===== config.mk =====
export PLATFORM = sky130hd
export DESIGN_NAME = msel_irq
export DESIGN_NICKNAME = d
export VERILOG_FILES = /design/src/hdl/msel_pkg.sv /design/src/hdl/msel_irq.sv
export VERILOG_INCLUDE_DIRS = /design/src /design/src/hdl
export SDC_FILE = /design/constraint.sdc
export NUM_CORES = 1
export LEC_CHECK = 0
export BUFFER_PORTS_ARGS = -buffer_cell sky130_fd_sc_hd__buf_2
export CAP_MARGIN = 20
export CORE_MARGIN = 2
export CORE_UTILIZATION = 39
export DETAILED_ROUTE_END_ITERATION = 12
export PLACE_DENSITY_LB_ADDON = 0.1
export SLEW_MARGIN = 25
export SYNTH_ARGS = -nofsm -noshare
export SYNTH_HDL_FRONTEND = slang
export SYNTH_SLANG_ARGS = --single-unit

===== constraint.sdc =====
create_clock -name clk_sys_in -period 7.4 [get_ports clk_sys_in]
set_clock_uncertainty 0.15 [all_clocks]
set_input_delay 2.22 -clock clk_sys_in [delete_from_list [all_inputs] [get_ports clk_sys_in]]
set_output_delay 2.22 -clock clk_sys_in [all_outputs]
set_load 0.005 [all_outputs]

===== src/hdl/msel_map.svh =====
// Register offsets, field positions, reset values and codes of the master selector
`ifndef MSEL_MAP_SVH
`define MSEL_MAP_SVH

// ----------------------------------------------------------------
// Register pointer values
// ----------------------------------------------------------------
`define MSEL_REG_MASK      2'h0
`define MSEL_REG_CTRL      2'h1
`define MSEL_REG_STAT      2'h2
`define MSEL_PTR_AI_BIT    4

// ----------------------------------------------------------------
// Control register fields
// ----------------------------------------------------------------
`define MSEL_CTRL_MYBUS    0
`define MSEL_CTRL_BUSON    2
`define MSEL_CTRL_RECOVERY_FLAG  4
`define MSEL_CTRL_TEST     6
`define MSEL_CTRL_NTEST    7

// ----------------------------------------------------------------
// Status register fields and reset value
// ----------------------------------------------------------------
`define MSEL_STAT_INPUT    0
`define MSEL_STAT_RECOVERY 1
`define MSEL_STAT_NOTIDLE  2
`define MSEL_STAT_LOST     3
`define MSEL_STAT_SELF     6
`define MSEL_STAT_PEER     7
`define MSEL_STAT_RST      8'h00

// ----------------------------------------------------------------
// Slave address, byte length, build variants
// ----------------------------------------------------------------
`define MSEL_ADDR_PREFIX   3'h7
`define MSEL_BYTE_BITS     4'h8
`define MSEL_VARIANT_1     2'h1
`define MSEL_VARIANT_2     2'h2
`define MSEL_VARIANT_3     2'h3

// ----------------------------------------------------------------
// Synchroniser bit positions
// ----------------------------------------------------------------
`define MSEL_SY_INT        4
`define MSEL_SY_ADDR_LO    5

`endif


===== src/hdl/msel_pkg.sv =====
// Types shared by the master selector status and start-up logic
package msel_pkg;

    // ----------------------------------------------------------------
    // Upstream pins and slave states
    // ----------------------------------------------------------------
    typedef struct packed {
        logic scl;
        logic sda;
    } msel_pins_t;

    typedef enum logic [8:0] {
        MSEL_IDLE  = 9'h001,
        MSEL_ADDR  = 9'h002,
        MSEL_ACK_A = 9'h004,
        MSEL_PTR   = 9'h008,
        MSEL_ACK_P = 9'h010,
        MSEL_WDATA = 9'h020,
        MSEL_ACK_W = 9'h040,
        MSEL_RDATA = 9'h080,
        MSEL_ACK_R = 9'h100
    } msel_slv_state_t;

    // ----------------------------------------------------------------
    // Per-channel and whole-block state
    // ----------------------------------------------------------------
    typedef struct packed {
        msel_slv_state_t st;
        logic [3:0]      bitcnt;
        logic [7:0]      shift;
        logic            rw;
        logic [1:0]      ptr;
        logic            ai;
        logic            sda_oe;
        logic            mybus;
        logic            buson;
        logic            recovery_flag;
        logic            test;
        logic            ntest;
        logic [3:0]      mask;
        logic [2:0]      sticky;
        logic            pend;
        logic            irq_oe;
    } msel_chan_t;

    typedef struct packed {
        logic [8:0]       sync1;
        logic [8:0]       sync2;
        logic [3:0]       prev;
        msel_chan_t [1:0] ch;
        logic             owner;
        logic             on;
        logic             dflt_wait;
        logic             rec_req;
    } msel_state_t;

endpackage


===== src/hdl/msel_irq.sv =====
// Interrupt status, register access and start-up channel selection of the master selector
`timescale 1ns/10ps
`include "msel_map.svh"
// ----------------------------------------------------------------
// What this block does
// - Status bit 0 follows the downstream interrupt input level.
// - Status bit 1 sets when downstream recovery completes.
// - Status bit 2 sets if bus busy at switch, unless recovery requested.
// - Status bit 3 sets in the losing master's copy on switch.
// - Status bit 6 reads 1 while own self-test request is set.
// - Status bit 7 reads 1 while other master's peer-test request is set.
// - All status bits read-only, reset to zero, bits 4 and 5 zero.
// - Reading does not clear input, self-test or peer-test flags.
// - Reading clears recovery, not-idle and lost flags at second SCL pulse.
// - Input flag persisting after a read raises the interrupt again.
// - Test interrupt goes away when its request bit is cleared.
// - Power-on reset loads all registers with defaults before bus traffic.
// - Variant one connects channel 0 right after reset.
// - Variant two connects channel 0 at the first STOP on channel 0.
// - Any STOP on channel 0 counts, addressed to us or not.
// - Channel 1 switch request connects channel 1 at its own STOP.
// - Variant three connects nothing after reset.
// - After any control write, control registers alone decide connection.
// - External reset low holds registers and slave machine at defaults.
// - Variant two after external reset waits for STOP, then channel 0.
// - Auto-increment write from mask register refuses a third data byte.
// - Auto-increment read wraps from the third register back to the first.
// - Each channel has its own status copy, read only by that channel.
// - Status register sits at pointer value binary 10.
// - Downstream interrupt pulls each unmasked upstream interrupt low.
// ----------------------------------------------------------------
module msel_irq
#(
    parameter logic [1:0] BUILD_VARIANT = `MSEL_VARIANT_1
)
(
    // Clock and reset
    input  wire logic                       clk_sys_in,
    input  wire logic                       rst_n_in,
    // Upstream I2C channels
    input  wire msel_pkg::msel_pins_t [1:0] up_pins_in,
    output logic [1:0]                      up_sda_out,
    output logic [1:0]                      up_sda_oe_out,
    input  wire logic [3:0]                 addr_pins_in,
    // Downstream side
    input  wire logic                       int_in_n_in,
    input  wire logic                       bus_busy_in,
    input  wire logic                       recovery_done_in,
    output logic                            conn_ch0_out,
    output logic                            conn_ch1_out,
    output logic                            recovery_req_out,
    // Interrupt outputs, open drain
    output logic                            channel0_irq_out,
    output logic                            channel0_irq_oe_out,
    output logic                            channel1_irq_out,
    output logic                            channel1_irq_oe_out
);
    import msel_pkg::*;

    msel_state_t s;
    msel_state_t n;
    logic [1:0]  rise;
    logic [1:0]  fall;
    logic [1:0]  start;
    logic [1:0]  stop;
    logic [1:0]  rd_clr;
    logic [1:0]  ctrl_wr;
    logic        dflt_fire;
    logic        app;
    logic        new_own;
    logic        new_on;

    // ----------------------------------------------------------------
    // Register read mux
    // ----------------------------------------------------------------
    function automatic logic [7:0] reg_read(input msel_state_t st, input logic c,
                                            input logic [1:0] p);
        logic [7:0] v;
        v = 8'h00;
        case (p)
            `MSEL_REG_MASK: v = {4'h0, st.ch[c].mask};
            `MSEL_REG_CTRL: v = {st.ch[c].ntest, st.ch[c].test, 1'b0, st.ch[c].recovery_flag,
                                 st.ch[~c].buson, st.ch[c].buson,
                                 c ? ~st.ch[0].mybus : st.ch[1].mybus, st.ch[c].mybus};
            // Own copy per channel, upper unused bits tied low
            `MSEL_REG_STAT: v = {st.ch[~c].ntest, st.ch[c].test, 2'b00, st.ch[c].sticky,
                                 ~st.sync2[`MSEL_SY_INT]};
            default:        v = 8'h00;
        endcase
        return v;
    endfunction

    // ----------------------------------------------------------------
    // Next-state logic
    // ----------------------------------------------------------------
    always_comb
    begin
        n = s;
        rise = 2'b00;
        fall = 2'b00;
        start = 2'b00;
        stop = 2'b00;
        rd_clr = 2'b00;
        ctrl_wr = 2'b00;
        n.rec_req = 1'b0;
        // Two stages on the upstream, interrupt and address pins before anything looks at them
        n.sync1 = {addr_pins_in, int_in_n_in, up_pins_in[1].sda, up_pins_in[1].scl,
                   up_pins_in[0].sda, up_pins_in[0].scl};
        n.sync2 = s.sync1;
        n.prev = s.sync2[3:0];
        for (int c = 0; c < 2; c++)
        begin
            rise[c]  = s.sync2[2*c] & ~s.prev[2*c];
            fall[c]  = ~s.sync2[2*c] & s.prev[2*c];
            start[c] = s.sync2[2*c] & s.prev[2*c] & s.prev[2*c+1] & ~s.sync2[2*c+1];
            stop[c]  = s.sync2[2*c] & s.prev[2*c] & ~s.prev[2*c+1] & s.sync2[2*c+1];
            if (rise[c])
            begin
                n.ch[c].shift = {s.ch[c].shift[6:0], s.sync2[2*c+1]};
                n.ch[c].bitcnt = 4'(s.ch[c].bitcnt + 4'h1);
            end
            if (start[c])
            begin
                n.ch[c].st = MSEL_ADDR;
                n.ch[c].bitcnt = 4'h0;
                n.ch[c].sda_oe = 1'b0;
            end
            else if (stop[c])
            begin
                n.ch[c].st = MSEL_IDLE;
                n.ch[c].sda_oe = 1'b0;
                n.ch[c].pend = 1'b0;
            end
            else
            begin
                case (s.ch[c].st)
                    MSEL_IDLE:
                        n.ch[c].sda_oe = 1'b0;
                    MSEL_ADDR:
                        if (fall[c] && s.ch[c].bitcnt == `MSEL_BYTE_BITS)
                        begin
                            if (s.ch[c].shift[7:1] == {`MSEL_ADDR_PREFIX,
                                                       s.sync2[8:`MSEL_SY_ADDR_LO]})
                            begin
                                n.ch[c].st = MSEL_ACK_A;
                                n.ch[c].rw = s.ch[c].shift[0];
                                n.ch[c].sda_oe = 1'b1;
                            end
                            else
                            begin
                                n.ch[c].st = MSEL_IDLE;
                            end
                        end
                    MSEL_ACK_A:
                        if (fall[c])
                        begin
                            n.ch[c].bitcnt = 4'h0;
                            if (s.ch[c].rw)
                            begin
                                n.ch[c].st = MSEL_RDATA;
                                n.ch[c].shift = reg_read(s, 1'(c), s.ch[c].ptr);
                                n.ch[c].sda_oe = ~n.ch[c].shift[7];
                            end
                            else
                            begin
                                n.ch[c].st = MSEL_PTR;
                                n.ch[c].sda_oe = 1'b0;
                            end
                        end
                    MSEL_PTR:
                        if (fall[c] && s.ch[c].bitcnt == `MSEL_BYTE_BITS)
                        begin
                            n.ch[c].ptr = s.ch[c].shift[1:0];
                            n.ch[c].ai = s.ch[c].shift[`MSEL_PTR_AI_BIT];
                            n.ch[c].st = MSEL_ACK_P;
                            n.ch[c].sda_oe = 1'b1;
                        end
                    MSEL_ACK_P, MSEL_ACK_W:
                        if (fall[c])
                        begin
                            n.ch[c].st = MSEL_WDATA;
                            n.ch[c].bitcnt = 4'h0;
                            n.ch[c].sda_oe = 1'b0;
                        end
                    MSEL_WDATA:
                        if (fall[c] && s.ch[c].bitcnt == `MSEL_BYTE_BITS)
                        begin
                            // Status and beyond are not writable: no acknowledge
                            if (s.ch[c].ptr > `MSEL_REG_CTRL)
                            begin
                                n.ch[c].st = MSEL_IDLE;
                            end
                            else
                            begin
                                n.ch[c].st = MSEL_ACK_W;
                                n.ch[c].sda_oe = 1'b1;
                                if (s.ch[c].ai)
                                begin
                                    n.ch[c].ptr = 2'(s.ch[c].ptr + 2'h1);
                                end
                                if (s.ch[c].ptr == `MSEL_REG_MASK)
                                begin
                                    n.ch[c].mask = s.ch[c].shift[3:0];
                                end
                                else
                                begin
                                    ctrl_wr[c] = 1'b1;
                                    n.ch[c].pend = 1'b1;
                                    n.ch[c].mybus = s.ch[c].shift[`MSEL_CTRL_MYBUS];
                                    n.ch[c].buson = s.ch[c].shift[`MSEL_CTRL_BUSON];
                                    n.ch[c].recovery_flag = s.ch[c].shift[`MSEL_CTRL_RECOVERY_FLAG];
                                    n.ch[c].test = s.ch[c].shift[`MSEL_CTRL_TEST];
                                    n.ch[c].ntest = s.ch[c].shift[`MSEL_CTRL_NTEST];
                                end
                            end
                        end
                    MSEL_RDATA:
                    begin
                        // Snapshot was taken at load, so the cleared flags still read out
                        if (rise[c] && s.ch[c].bitcnt == 4'h1 && s.ch[c].ptr == `MSEL_REG_STAT)
                        begin
                            rd_clr[c] = 1'b1;
                            n.ch[c].sticky = 3'h0;
                        end
                        if (fall[c])
                        begin
                            if (s.ch[c].bitcnt == `MSEL_BYTE_BITS)
                            begin
                                n.ch[c].st = MSEL_ACK_R;
                                n.ch[c].sda_oe = 1'b0;
                            end
                            else
                            begin
                                // Rise already shifted, so the next bit sits at the top
                                n.ch[c].sda_oe = ~s.ch[c].shift[7];
                            end
                        end
                    end
                    MSEL_ACK_R:
                        if (rise[c] && s.sync2[2*c+1])
                        begin
                            n.ch[c].st = MSEL_IDLE;
                        end
                        else if (fall[c])
                        begin
                            if (s.ch[c].ai)
                            begin
                                n.ch[c].ptr = (s.ch[c].ptr == `MSEL_REG_STAT) ? `MSEL_REG_MASK
                                              : 2'(s.ch[c].ptr + 2'h1);
                            end
                            n.ch[c].st = MSEL_RDATA;
                            n.ch[c].bitcnt = 4'h0;
                            n.ch[c].shift = reg_read(s, 1'(c), n.ch[c].ptr);
                            n.ch[c].sda_oe = ~n.ch[c].shift[7];
                        end
                    default:
                    begin
                        n.ch[c].st = MSEL_IDLE;
                        n.ch[c].sda_oe = 1'b0;
                    end
                endcase
            end
        end

        // Start-up default waits for any STOP on channel 0, unless overridden
        dflt_fire = s.dflt_wait & stop[0] & ~(|ctrl_wr);
        if (|ctrl_wr)
        begin
            n.dflt_wait = 1'b0;
        end
        if (dflt_fire)
        begin
            n.dflt_wait = 1'b0;
            n.ch[0].buson = ~n.ch[1].buson;
        end

        // Connection changes only at the writing master's STOP or at the start-up default STOP on channel 0
        app = dflt_fire | (stop[0] & s.ch[0].pend) | (stop[1] & s.ch[1].pend);
        new_own = n.ch[0].mybus ^ n.ch[1].mybus;
        new_on = n.ch[0].buson ^ n.ch[1].buson;
        if (app)
        begin
            n.owner = new_own;
            n.on = new_on;
            if (new_on && (new_own != s.owner || !s.on))
            begin
                if (s.on)
                begin
                    n.ch[s.owner].sticky[2] = 1'b1;
                end
                if (n.ch[new_own].recovery_flag)
                begin
                    n.rec_req = 1'b1;
                end
                else if (bus_busy_in)
                begin
                    n.ch[new_own].sticky[1] = 1'b1;
                end
            end
        end
        // Sets come after the read clear, so a coinciding event survives
        if (recovery_done_in && s.on)
        begin
            n.ch[s.owner].sticky[0] = 1'b1;
        end

        // Level interrupt: a still-active input keeps the line low after a read
        for (int c = 0; c < 2; c++)
        begin
            n.ch[c].irq_oe = (|({s.ch[c].sticky, ~s.sync2[`MSEL_SY_INT]} & ~s.ch[c].mask))
                             | s.ch[c].test | s.ch[1-c].ntest;
        end
    end

    // ----------------------------------------------------------------
    // State register
    // ----------------------------------------------------------------
    always_ff @(posedge clk_sys_in or negedge rst_n_in)
    begin
        if (!rst_n_in)
        begin
            // All defaults loaded while reset is low
            s <= '0;
            s.sync1 <= '1;
            s.sync2 <= '1;
            s.prev <= '1;
            s.ch[0].st <= MSEL_IDLE;
            s.ch[1].st <= MSEL_IDLE;
            s.ch[0].buson <= (BUILD_VARIANT == `MSEL_VARIANT_1);
            s.on <= (BUILD_VARIANT == `MSEL_VARIANT_1);
            s.dflt_wait <= (BUILD_VARIANT == `MSEL_VARIANT_2);
        end
        else
        begin
            s <= n;
        end
    end

    // ----------------------------------------------------------------
    // Outputs
    // ----------------------------------------------------------------
    assign up_sda_out = 2'b00;
    assign up_sda_oe_out = {s.ch[1].sda_oe, s.ch[0].sda_oe};
    assign conn_ch0_out = s.on & ~s.owner;
    assign conn_ch1_out = s.on & s.owner;
    assign recovery_req_out = s.rec_req;
    assign channel0_irq_out = 1'b0;
    assign channel1_irq_out = 1'b0;
    assign channel0_irq_oe_out = s.ch[0].irq_oe;
    assign channel1_irq_oe_out = s.ch[1].irq_oe;
endmodule


-- Word-level counts from Yosys, hierarchy flattened
Cells that the tools add are included.
- reduce and logical (&&, ||, !) cells: 24
- muxes and demuxes: 193
- magnitude comparators: 6
- bitwise operators: 51
- add/subtract/negate cells: 4
- equal/unequal tests: 33
- operators with widths (cell ; number):
    two-way mux 80 bit ; 7
    bitwise mux 80 bit ; 3
    two-way mux 8 bit ; 24
    two-way mux 9 bit ; 16
    case mux 9 bit (8 select lines) ; 2
    demux 40 bit (select 1 bit) ; 3
    two-way mux 12 bit ; 10
    case mux 8 bit (3 select lines) ; 4
    two-way mux 21 bit ; 4
    two-way mux 82 bit ; 1
    two-way mux 13 bit ; 6
    two-way mux 1 bit ; 58
    two-way mux 2 bit ; 24
    two-way mux 10 bit ; 4
    two-way mux 16 bit ; 2
    case mux 8 bit (2 select lines) ; 2
    case mux 4 bit (3 select lines) ; 2
    two-way mux 3 bit ; 7
    AND 1 bit ; 20
    two-way mux 4 bit ; 5
    inverter 1 bit ; 19
    equality test 9 x 1 -> 1 bit, second input constant ; 2
    equality test 9 x 2 -> 1 bit, second input constant ; 2
    equality test 9 x 3 -> 1 bit, second input constant ; 2
    32 further kinds ; 82
- logic and storage cells: 350
- bits in registers: 106
- output and inout port bits: 11
- input bits: 13

-- Logic depth before layout (Yosys ltp)
Gate-level depths: netlist of run 1.
- word-level depth: 32
- mapped depth: 11
- mapped depth without buffers: 9

-- Least setup slack after synthesis of run 1
No wires, ideal clock.
- path kind: reg2out
- start point: register s[2] (netlist bit)
- end point: output conn_ch0_out
- path buffers: 0
- cell stages (with the launch flop): 3
- slack: 4.284 ns
- arrival: 0.746 ns
- required time: 5.030 ns
- cells stage by stage: dfstp_2 -> inv_1 -> nor2_1
- word-level cells in the longest chain between the ends: 1
- RTL lines (item ; line ; text):
    start, declared ; msel_irq.sv:60 ; msel_state_t s;
    start signal, assigned ; msel_irq.sv:335 ; s <= n;
    AND 1 bit ; msel_irq.sv:344 ; assign conn_ch0_out = s.on & ~s.owner;
    end, declared ; msel_irq.sv:49 ; output logic conn_ch0_out,
No other way between the ends.

-- Worst setup path in the final report of run 1
Same ends and word-level chain as after synthesis.

==> results of run 1 <==
## worst max-delay path, stage by stage, from the launching register on
cell and delay (ns):
dfstp_2 0.53, inv_1 0.06, nor2_1 0.21, buf_2 0.17
## power groups by stage
| stage | Combinational [mW] | Sequential, mW | Clock, mW |
|---|---|---|---|
| after floorplan | 0.151 | 0.689 | 0 |
| after global placement | 0.190 | 0.721 | 0 |
| after detailed placement | 0.193 | 0.723 | 0 |
| after CTS | 0.194 | 0.713 | 0.493 |
| after global routing | 0.223 | 0.724 | 0.519 |
| final | 0.192 | 0.713 | 0.476 |
## final cells by class
type                    count  area (sq um)  share of cell area [%]
clock inverters             7         70.07                   1.064
repair buffers             21         112.6                   1.710
inverters                  28         105.1                   1.596
flip-flops and latches    105          2660                   40.40
clock buffers               9         225.2                   3.420
multi-input cells         473          3177                   48.24
well taps                 188         235.2                   3.572
## placed cells by master, fill, tap and decap left out, drive strengths merged, types with 18 or more instances in the layout
master and n:
nand2 56, buf 21, dfstp 26, o21ai 31, inv 32, nor2 60, mux2 19, dfrtp 79
a21oi 40, ha 18
## synth_stat cells, types with 6 or more instances
cell type / number
nor2_1: 60
mux2i_1: 16
nand2b_1: 15
ha_1: 18
mux2_2: 18
dfstp_2: 26
nor3_1: 13
and2_1: 6
nor2b_1: 12
dfrtp_1: 79
xor2_1: 10
a22oi_1: 13
nand3_1: 17
nor3b_1: 6
a21oi_1: 40
o21ai_0: 30
inv_1: 28
o22ai_1: 10
a222oi_1: 10
buf_4: 6
clkbuf_1: 17
nand4_1: 10
nand4b_1: 8
xnor2_1: 12
o221ai_1: 6
nand2_1: 56
## kinds of logic (layout without fill, tap and decap cells)
| kind of cell | Yosys count | after routing |
|---|---|---|
| AOI/OAI and AO/OA | 152 | 152 |
| and+or+nand+nor | 240 | 240 |
| buffers and inverters | 57 | 65 |
| DFF | 105 | 105 |
| adders and majority gates | 18 | 18 |
| xor gates and xnor gates | 23 | 23 |
| muxes | 36 | 36 |
| other | 1 | 4 |
## final timing paths
kind                       startpoint                to  slack, ns  cells past startpoint
max                              s[2]      conn_ch0_out       3.71                      3
min                             n[93]             s[93]       0.20                      0
max reg2reg                     s[31]  recovery_req_out       3.87                      9
min reg2reg                     n[93]             s[93]       0.20                      0
max in group asynchronous    rst_n_in             s[15]       4.20                      2
min in group asynchronous    rst_n_in             s[71]       1.71                      1
## routing by layer
layer	routed length (microns)	vias to the layer above
met3	942	32
met4	378	0
li1	-	2318
met2	7262	173
met1	7770	2446
met5	0	-
## through the flow
| step | util (%) | instances | instance area, sq um | hold slack [ns] | setup slack, ns |
|---|---|---|---|---|---|
| after global routing | 43.32 | 831 | 6585 | 0.2114 | 3.592 |
| after global placement | 41.37 | 815 | 6290 | 0.1953 | 3.732 |
| after CTS | 43.32 | 831 | 6585 | 0.2079 | 3.685 |
| after floorplan | - | 635 | 6090 | 0.1952 | 4.284 |
| final | 43.32 | 831 | 6585 | 0.2050 | 3.707 |
| after detailed placement | 41.37 | 815 | 6290 | 0.1968 | 3.697 |
==> run summary, run 1 <==
Diodes inserted - 0
Fin crit share - 49.90%
Die Area - 0.01660 sq mm
Clk slew on worst S/H paths - 0.08 ns
CTS tree - yes
RSZ-0062 raised after global routing - no
Worst VDD drop - 0.1724 mV
CP Max Fanout - 4
Switch Pwr - 424.9 uW
Pin slew with the least headroom to its limit - 0.9311 ns
H-tree levels - 3
Post-Synth XOR/XNOR Area - 3.623%
Relative slew margins - 37.05%
Post-CTS Setup Bufs - 0
Synth area leader - dfrtp_1
Routed Wire Length - 16.35 mm
Initial Util - 39.98%
Post-synth top area share - 32.52%
Sw Share - 30.76%
Post-synthesis to final-layout area growth - 8.337%
F_max - 0.2708 GHz
Post-synthesis cell area - 0.006078 sq mm
CTS Hold Bufs - 0
DR iter-0 viols - 479
CTS Buf Count - 9
Final Hold Vio Count - 0
P_leak - 2.851 nW
Input/output buffers - 19
Vias in the first global route - 4,802
Worst path arrival time - 1.32 ns
Vias post-DR - 4,969
Drt pass-1 iters - 8
Largest net degree at the start of global routing - 60
Max-cap viol count - 0
Fillers - 1,484
Unique masters post-synth - 69
Grt ovf - 0
Clk sinks - 105
Synth top area cells - dfrtp_1, dfstp_2, ha_1, nor2_1, nand2_1
Mux share of post-synthesis cell area - 6.587%
DRT antenna net count - 0
Busiest grt layer - met2
Final nets - 669
Power per cell area - 209.8 mW/mm^2
Post-synth EDFFs - 0
Routed length per instance - 19.68 microns
Async SR Flop Fraction - 100.0%
Clk root buf - clkbuf_16
Syn_area_per_cell - 9.618 sq um
Tmin final - 3.693 ns
WS Path Type - register to primary output
Sequential power share - 51.6%
Power, Total - 1.382 mW
Final number of max-transition violations - 0
DRC viols - 0
Clock power share - 34.5%
Initial antenna violation count - 0
First-pass GRT wire length - 26.79 mm
Hold Crit Class - register to register
Main synth FF type - dfrtp_1
Routability cong. - 0.9014
Clock buffer depth - 2
Synthesis-stage register bit count - 105
Status - completed
Largest family of logic cells by synthesized area - simple AND/OR/NAND/NOR gates
Rows - 45
Share of cells above drive strength 1 - 14.62%
Post-Synth Adder-Cell Area - 3.705%
Die Wd - 128.8 microns
Total track usage - 20.93%
Combinational power share - 13.9%
Cells after Synth - 632
GRT met2 Usage - 31.00%
Post-Synth Simple-Gate Area - 21.20%
Ys Warns - 0
Internal power - 956.7 uW
CP required - 5.03 ns
Post-CTS resize count - 0
Die Y-Extent - 128.8 microns
Core region area - 0.01520 sq mm
Vias per inst - 5.980
Seq/Total Area, Yosys - 43.76%
Compound-cell area share of the yosys netlist - 16.90%
CP endpoint kind - primary output
Worst-Skew Late Latency - 0.36 ns
CP Launch Type - register
M3 GR Usage - 3.326%
Final HPWL DP - 12.05 mm
IO Count - 24
Met1 usage - 30.93%
Setup violators final - 0
Setup tns final - 0 ns
Note: power is estimated with default switching activity, not from simulation.
==> run 2: changes to the inputs <==
--- a/config.mk
+++ b/config.mk
@@ -6,6 +6,7 @@
 export SDC_FILE = /design/constraint.sdc
 export NUM_CORES = 1
 export LEC_CHECK = 0
+export ABC_AREA = 1
 export BUFFER_PORTS_ARGS = -buffer_cell sky130_fd_sc_hd__buf_2
 export CAP_MARGIN = 20
 export CORE_MARGIN = 2
==> constraint.sdc (replaced) <==
create_clock -name clk_sys_in -period 3.2 [get_ports clk_sys_in]
set_clock_uncertainty 0.15 [all_clocks]
set_input_delay 0.96 -clock clk_sys_in [delete_from_list [all_inputs] [get_ports clk_sys_in]]
set_output_delay 0.96 -clock clk_sys_in [all_outputs]
set_load 0.005 [all_outputs]
==> run summary, run 2 <==
Post-DP Area - 0.006873 sq mm
Post-synth EDFFs - 0
Initial antenna violation count - 0
F_max - 0.3906 GHz
Final Cell Area - 0.007214 sq mm
Rows - 47
Routability cong. - 0.9377
CP endpoint kind - register
Final number of max-transition violations - 0
Multi-input gate area - 0.003242 sq mm
CTS Hold Bufs - 0
Final hold slack - 0.2074 ns
Syn_area_per_cell - 7.361 sq um
Synth area leader - dfrtp_1
Worst path bufs/invs - 2
Seq/Total Area, Yosys - 40.88%
Clk slew on worst S/H paths - 0.08 ns
Count leader, synth - nand2_1
CP max stage delay - 0.54 ns
Core region area - 0.01647 sq mm
Register area - 0.002660 sq mm
Post-Synth Simple-Gate Area - 30.49%
Largest family of logic cells by synthesized area - simple AND/OR/NAND/NOR gates
Final Hold Vio Count - 0
Power, Total - 3.292 mW
Clk root buf - clkbuf_16
Hold Crit Class - register to register
Die Wd - 133.2 microns
Vias post-DR - 5,951
P_leak - 3.464 nW
Vias in the first global route - 5,594
Main synth FF type - dfrtp_1
CP required - 3.35 ns
Synth top area cells - dfrtp_1, nand2_1, dfstp_2, inv_1, nor2_1
Most common cell on crit path - nand2_1
Clk sinks - 105
Initial Util - 39.52%
Worst path arrival time - 2.71 ns
Ys Warns - 0
Pin slew with the least headroom to its limit - 0.6561 ns
Setup tns final - 0 ns
Largest net degree at the start of global routing - 106
Compound-cell area share of the yosys netlist - 14.50%
Synthesis-stage register bit count - 105
Clock buffer depth - 2
CTS Buf Count - 9
Post-CTS resize count - 0
CP Launch Type - register
Drt pass-1 iters - 6
Vias per inst - 5.239
CTS tree - yes
DR iter-0 viols - 562
Commonest cells after routing, fill and taps aside - nand2_1, inv_1, nor2_1
Async SR Flop Fraction - 100.0%
DRC viols - 0
Input/output buffers - 19
Unique masters post-synth - 51
Routed Wire Length - 19.16 mm
Routed length per instance - 16.86 microns
Final HPWL DP - 14.65 mm
WS Path Type - register to register
H-tree levels - 3
Cells after Synth - 884
Worst VDD drop - 0.3044 mV
R2R Setup Slk - 0.64 ns
Grt ovf - 0
CP cell instances - nand2_1 > inv_2 > nand2_4 > nor2_4 > nand2_2 > clkinv_1 > nand3_1 > nand2_1 > nand2_1 > nand2_2 > nand2_2 > nor2_4 > nand2_1 > nand2_1
CP Max Fanout - 11
DRT antenna net count - 0
Die Area - 0.01774 sq mm
Fillers - 1,731
Post-Synth XOR/XNOR Area - 0.8075%
Setup violators final - 0
Share of cells above drive strength 1 - 12.55%
Fin crit share - 80.00%
Final nets - 942
Post-synth top area share - 30.38%
Max-cap viol count - 0
Post-CTS Setup Bufs - 0
CP delay by family, top - simple AND/OR/NAND/NOR gates
Post-Synth Adder-Cell Area - 3.461%
First-pass GRT wire length - 31.09 mm
Worst-Skew Late Latency - 0.36 ns
Tmin final - 2.560 ns
Post-synth top cells - nand2_1, inv_1, nor2_1
Mux share of post-synthesis cell area - 0.3269%
Status - completed
Commonest non-fill, non-tap cell in the layout - nand2_1
Power per cell area - 456.3 mW/mm^2
Post-synthesis cell area - 0.006507 sq mm
Relative slew margins - 55.80%
Die Y-Extent - 133.2 microns
Total track usage - 22.36%
Slowest-stage cell, CP - dfstp_2
IO Count - 24
Diodes inserted - 0
Post-synthesis to final-layout area growth - 10.86%
RSZ-0062 raised after global routing - no
-- run 2: cell types whose count changed after synthesis, sizes merged, moves of 16 or more --
cell	delta
mux2	-18
inv	+119
nor2	+46
mux2i	-16
nand3	+45
o21ai	+32
nand2	+167
-- run 2: path summary, 6_finish.rpt --
path / startpoint / end / depth (start not counted)
worst min-delay path: n[92] / s[92] / 0
worst max-delay path: s[86] / s[8] / 14
worst max register to register: s[86] / s[8] / 14
min in group asynchronous: rst_n_in / s[42] / 2
worst min register to register: n[92] / s[92] / 0
max in group asynchronous: rst_n_in / s[63] / 2
-- run 2: layer usage --
layer / up-vias / global-route usage [%] / routed length (microns)
met5: - / 0 / 0
met4: 0 / 7.624 / 571
met3: 34 / 3.272 / 949
met2: 187 / 36.21 / 8876
met1: 2793 / 30.85 / 8758
li1: 2937 / - / -
-- run 2: power breakdown --
group	total (mW)	internal [mW]	switching, mW
clock	1.29	0.711	0.575
combinational	0.474	0.153	0.321
sequential	1.53	1.44	0.0945
total	3.29	2.30	0.990
-- run 2: final cells by class --
type / instances / share of cell area (%)
Multi-Input combinational cell: 624 / 44.94
Sequential cell: 105 / 36.87
Inverter: 148 / 7.700
Tap cell: 220 / 3.815
Clock buffer: 9 / 3.122
Timing Repair Buffer: 23 / 1.942
Clock inverter: 7 / 1.613
-- run 2: kinds of logic (layout without fill, tap and decap cells) --
| family | count (synthesis) | in the layout |
|---|---|---|
| AO/OA/AOI/OAI | 157 | 157 |
| XOR/XNOR | 6 | 6 |
| adder cells (fa/ha/maj) | 18 | 18 |
| buffers and inverters | 158 | 187 |
| flip-flops | 105 | 105 |
| multiplexers | 2 | 2 |
| other | 1 | 4 |
| AND/OR/NAND/NOR | 437 | 437 |
-- run 2: per-stage QoR --
step	instances	worst slack, ns	utilization (%)
floorplan	887	1.137	-
global placement	1120	0.6824	41.74
detailed placement	1120	0.6669	41.74
CTS	1136	0.6509	43.81
global route	1136	0.4530	43.81
finish	1136	0.6401	43.81
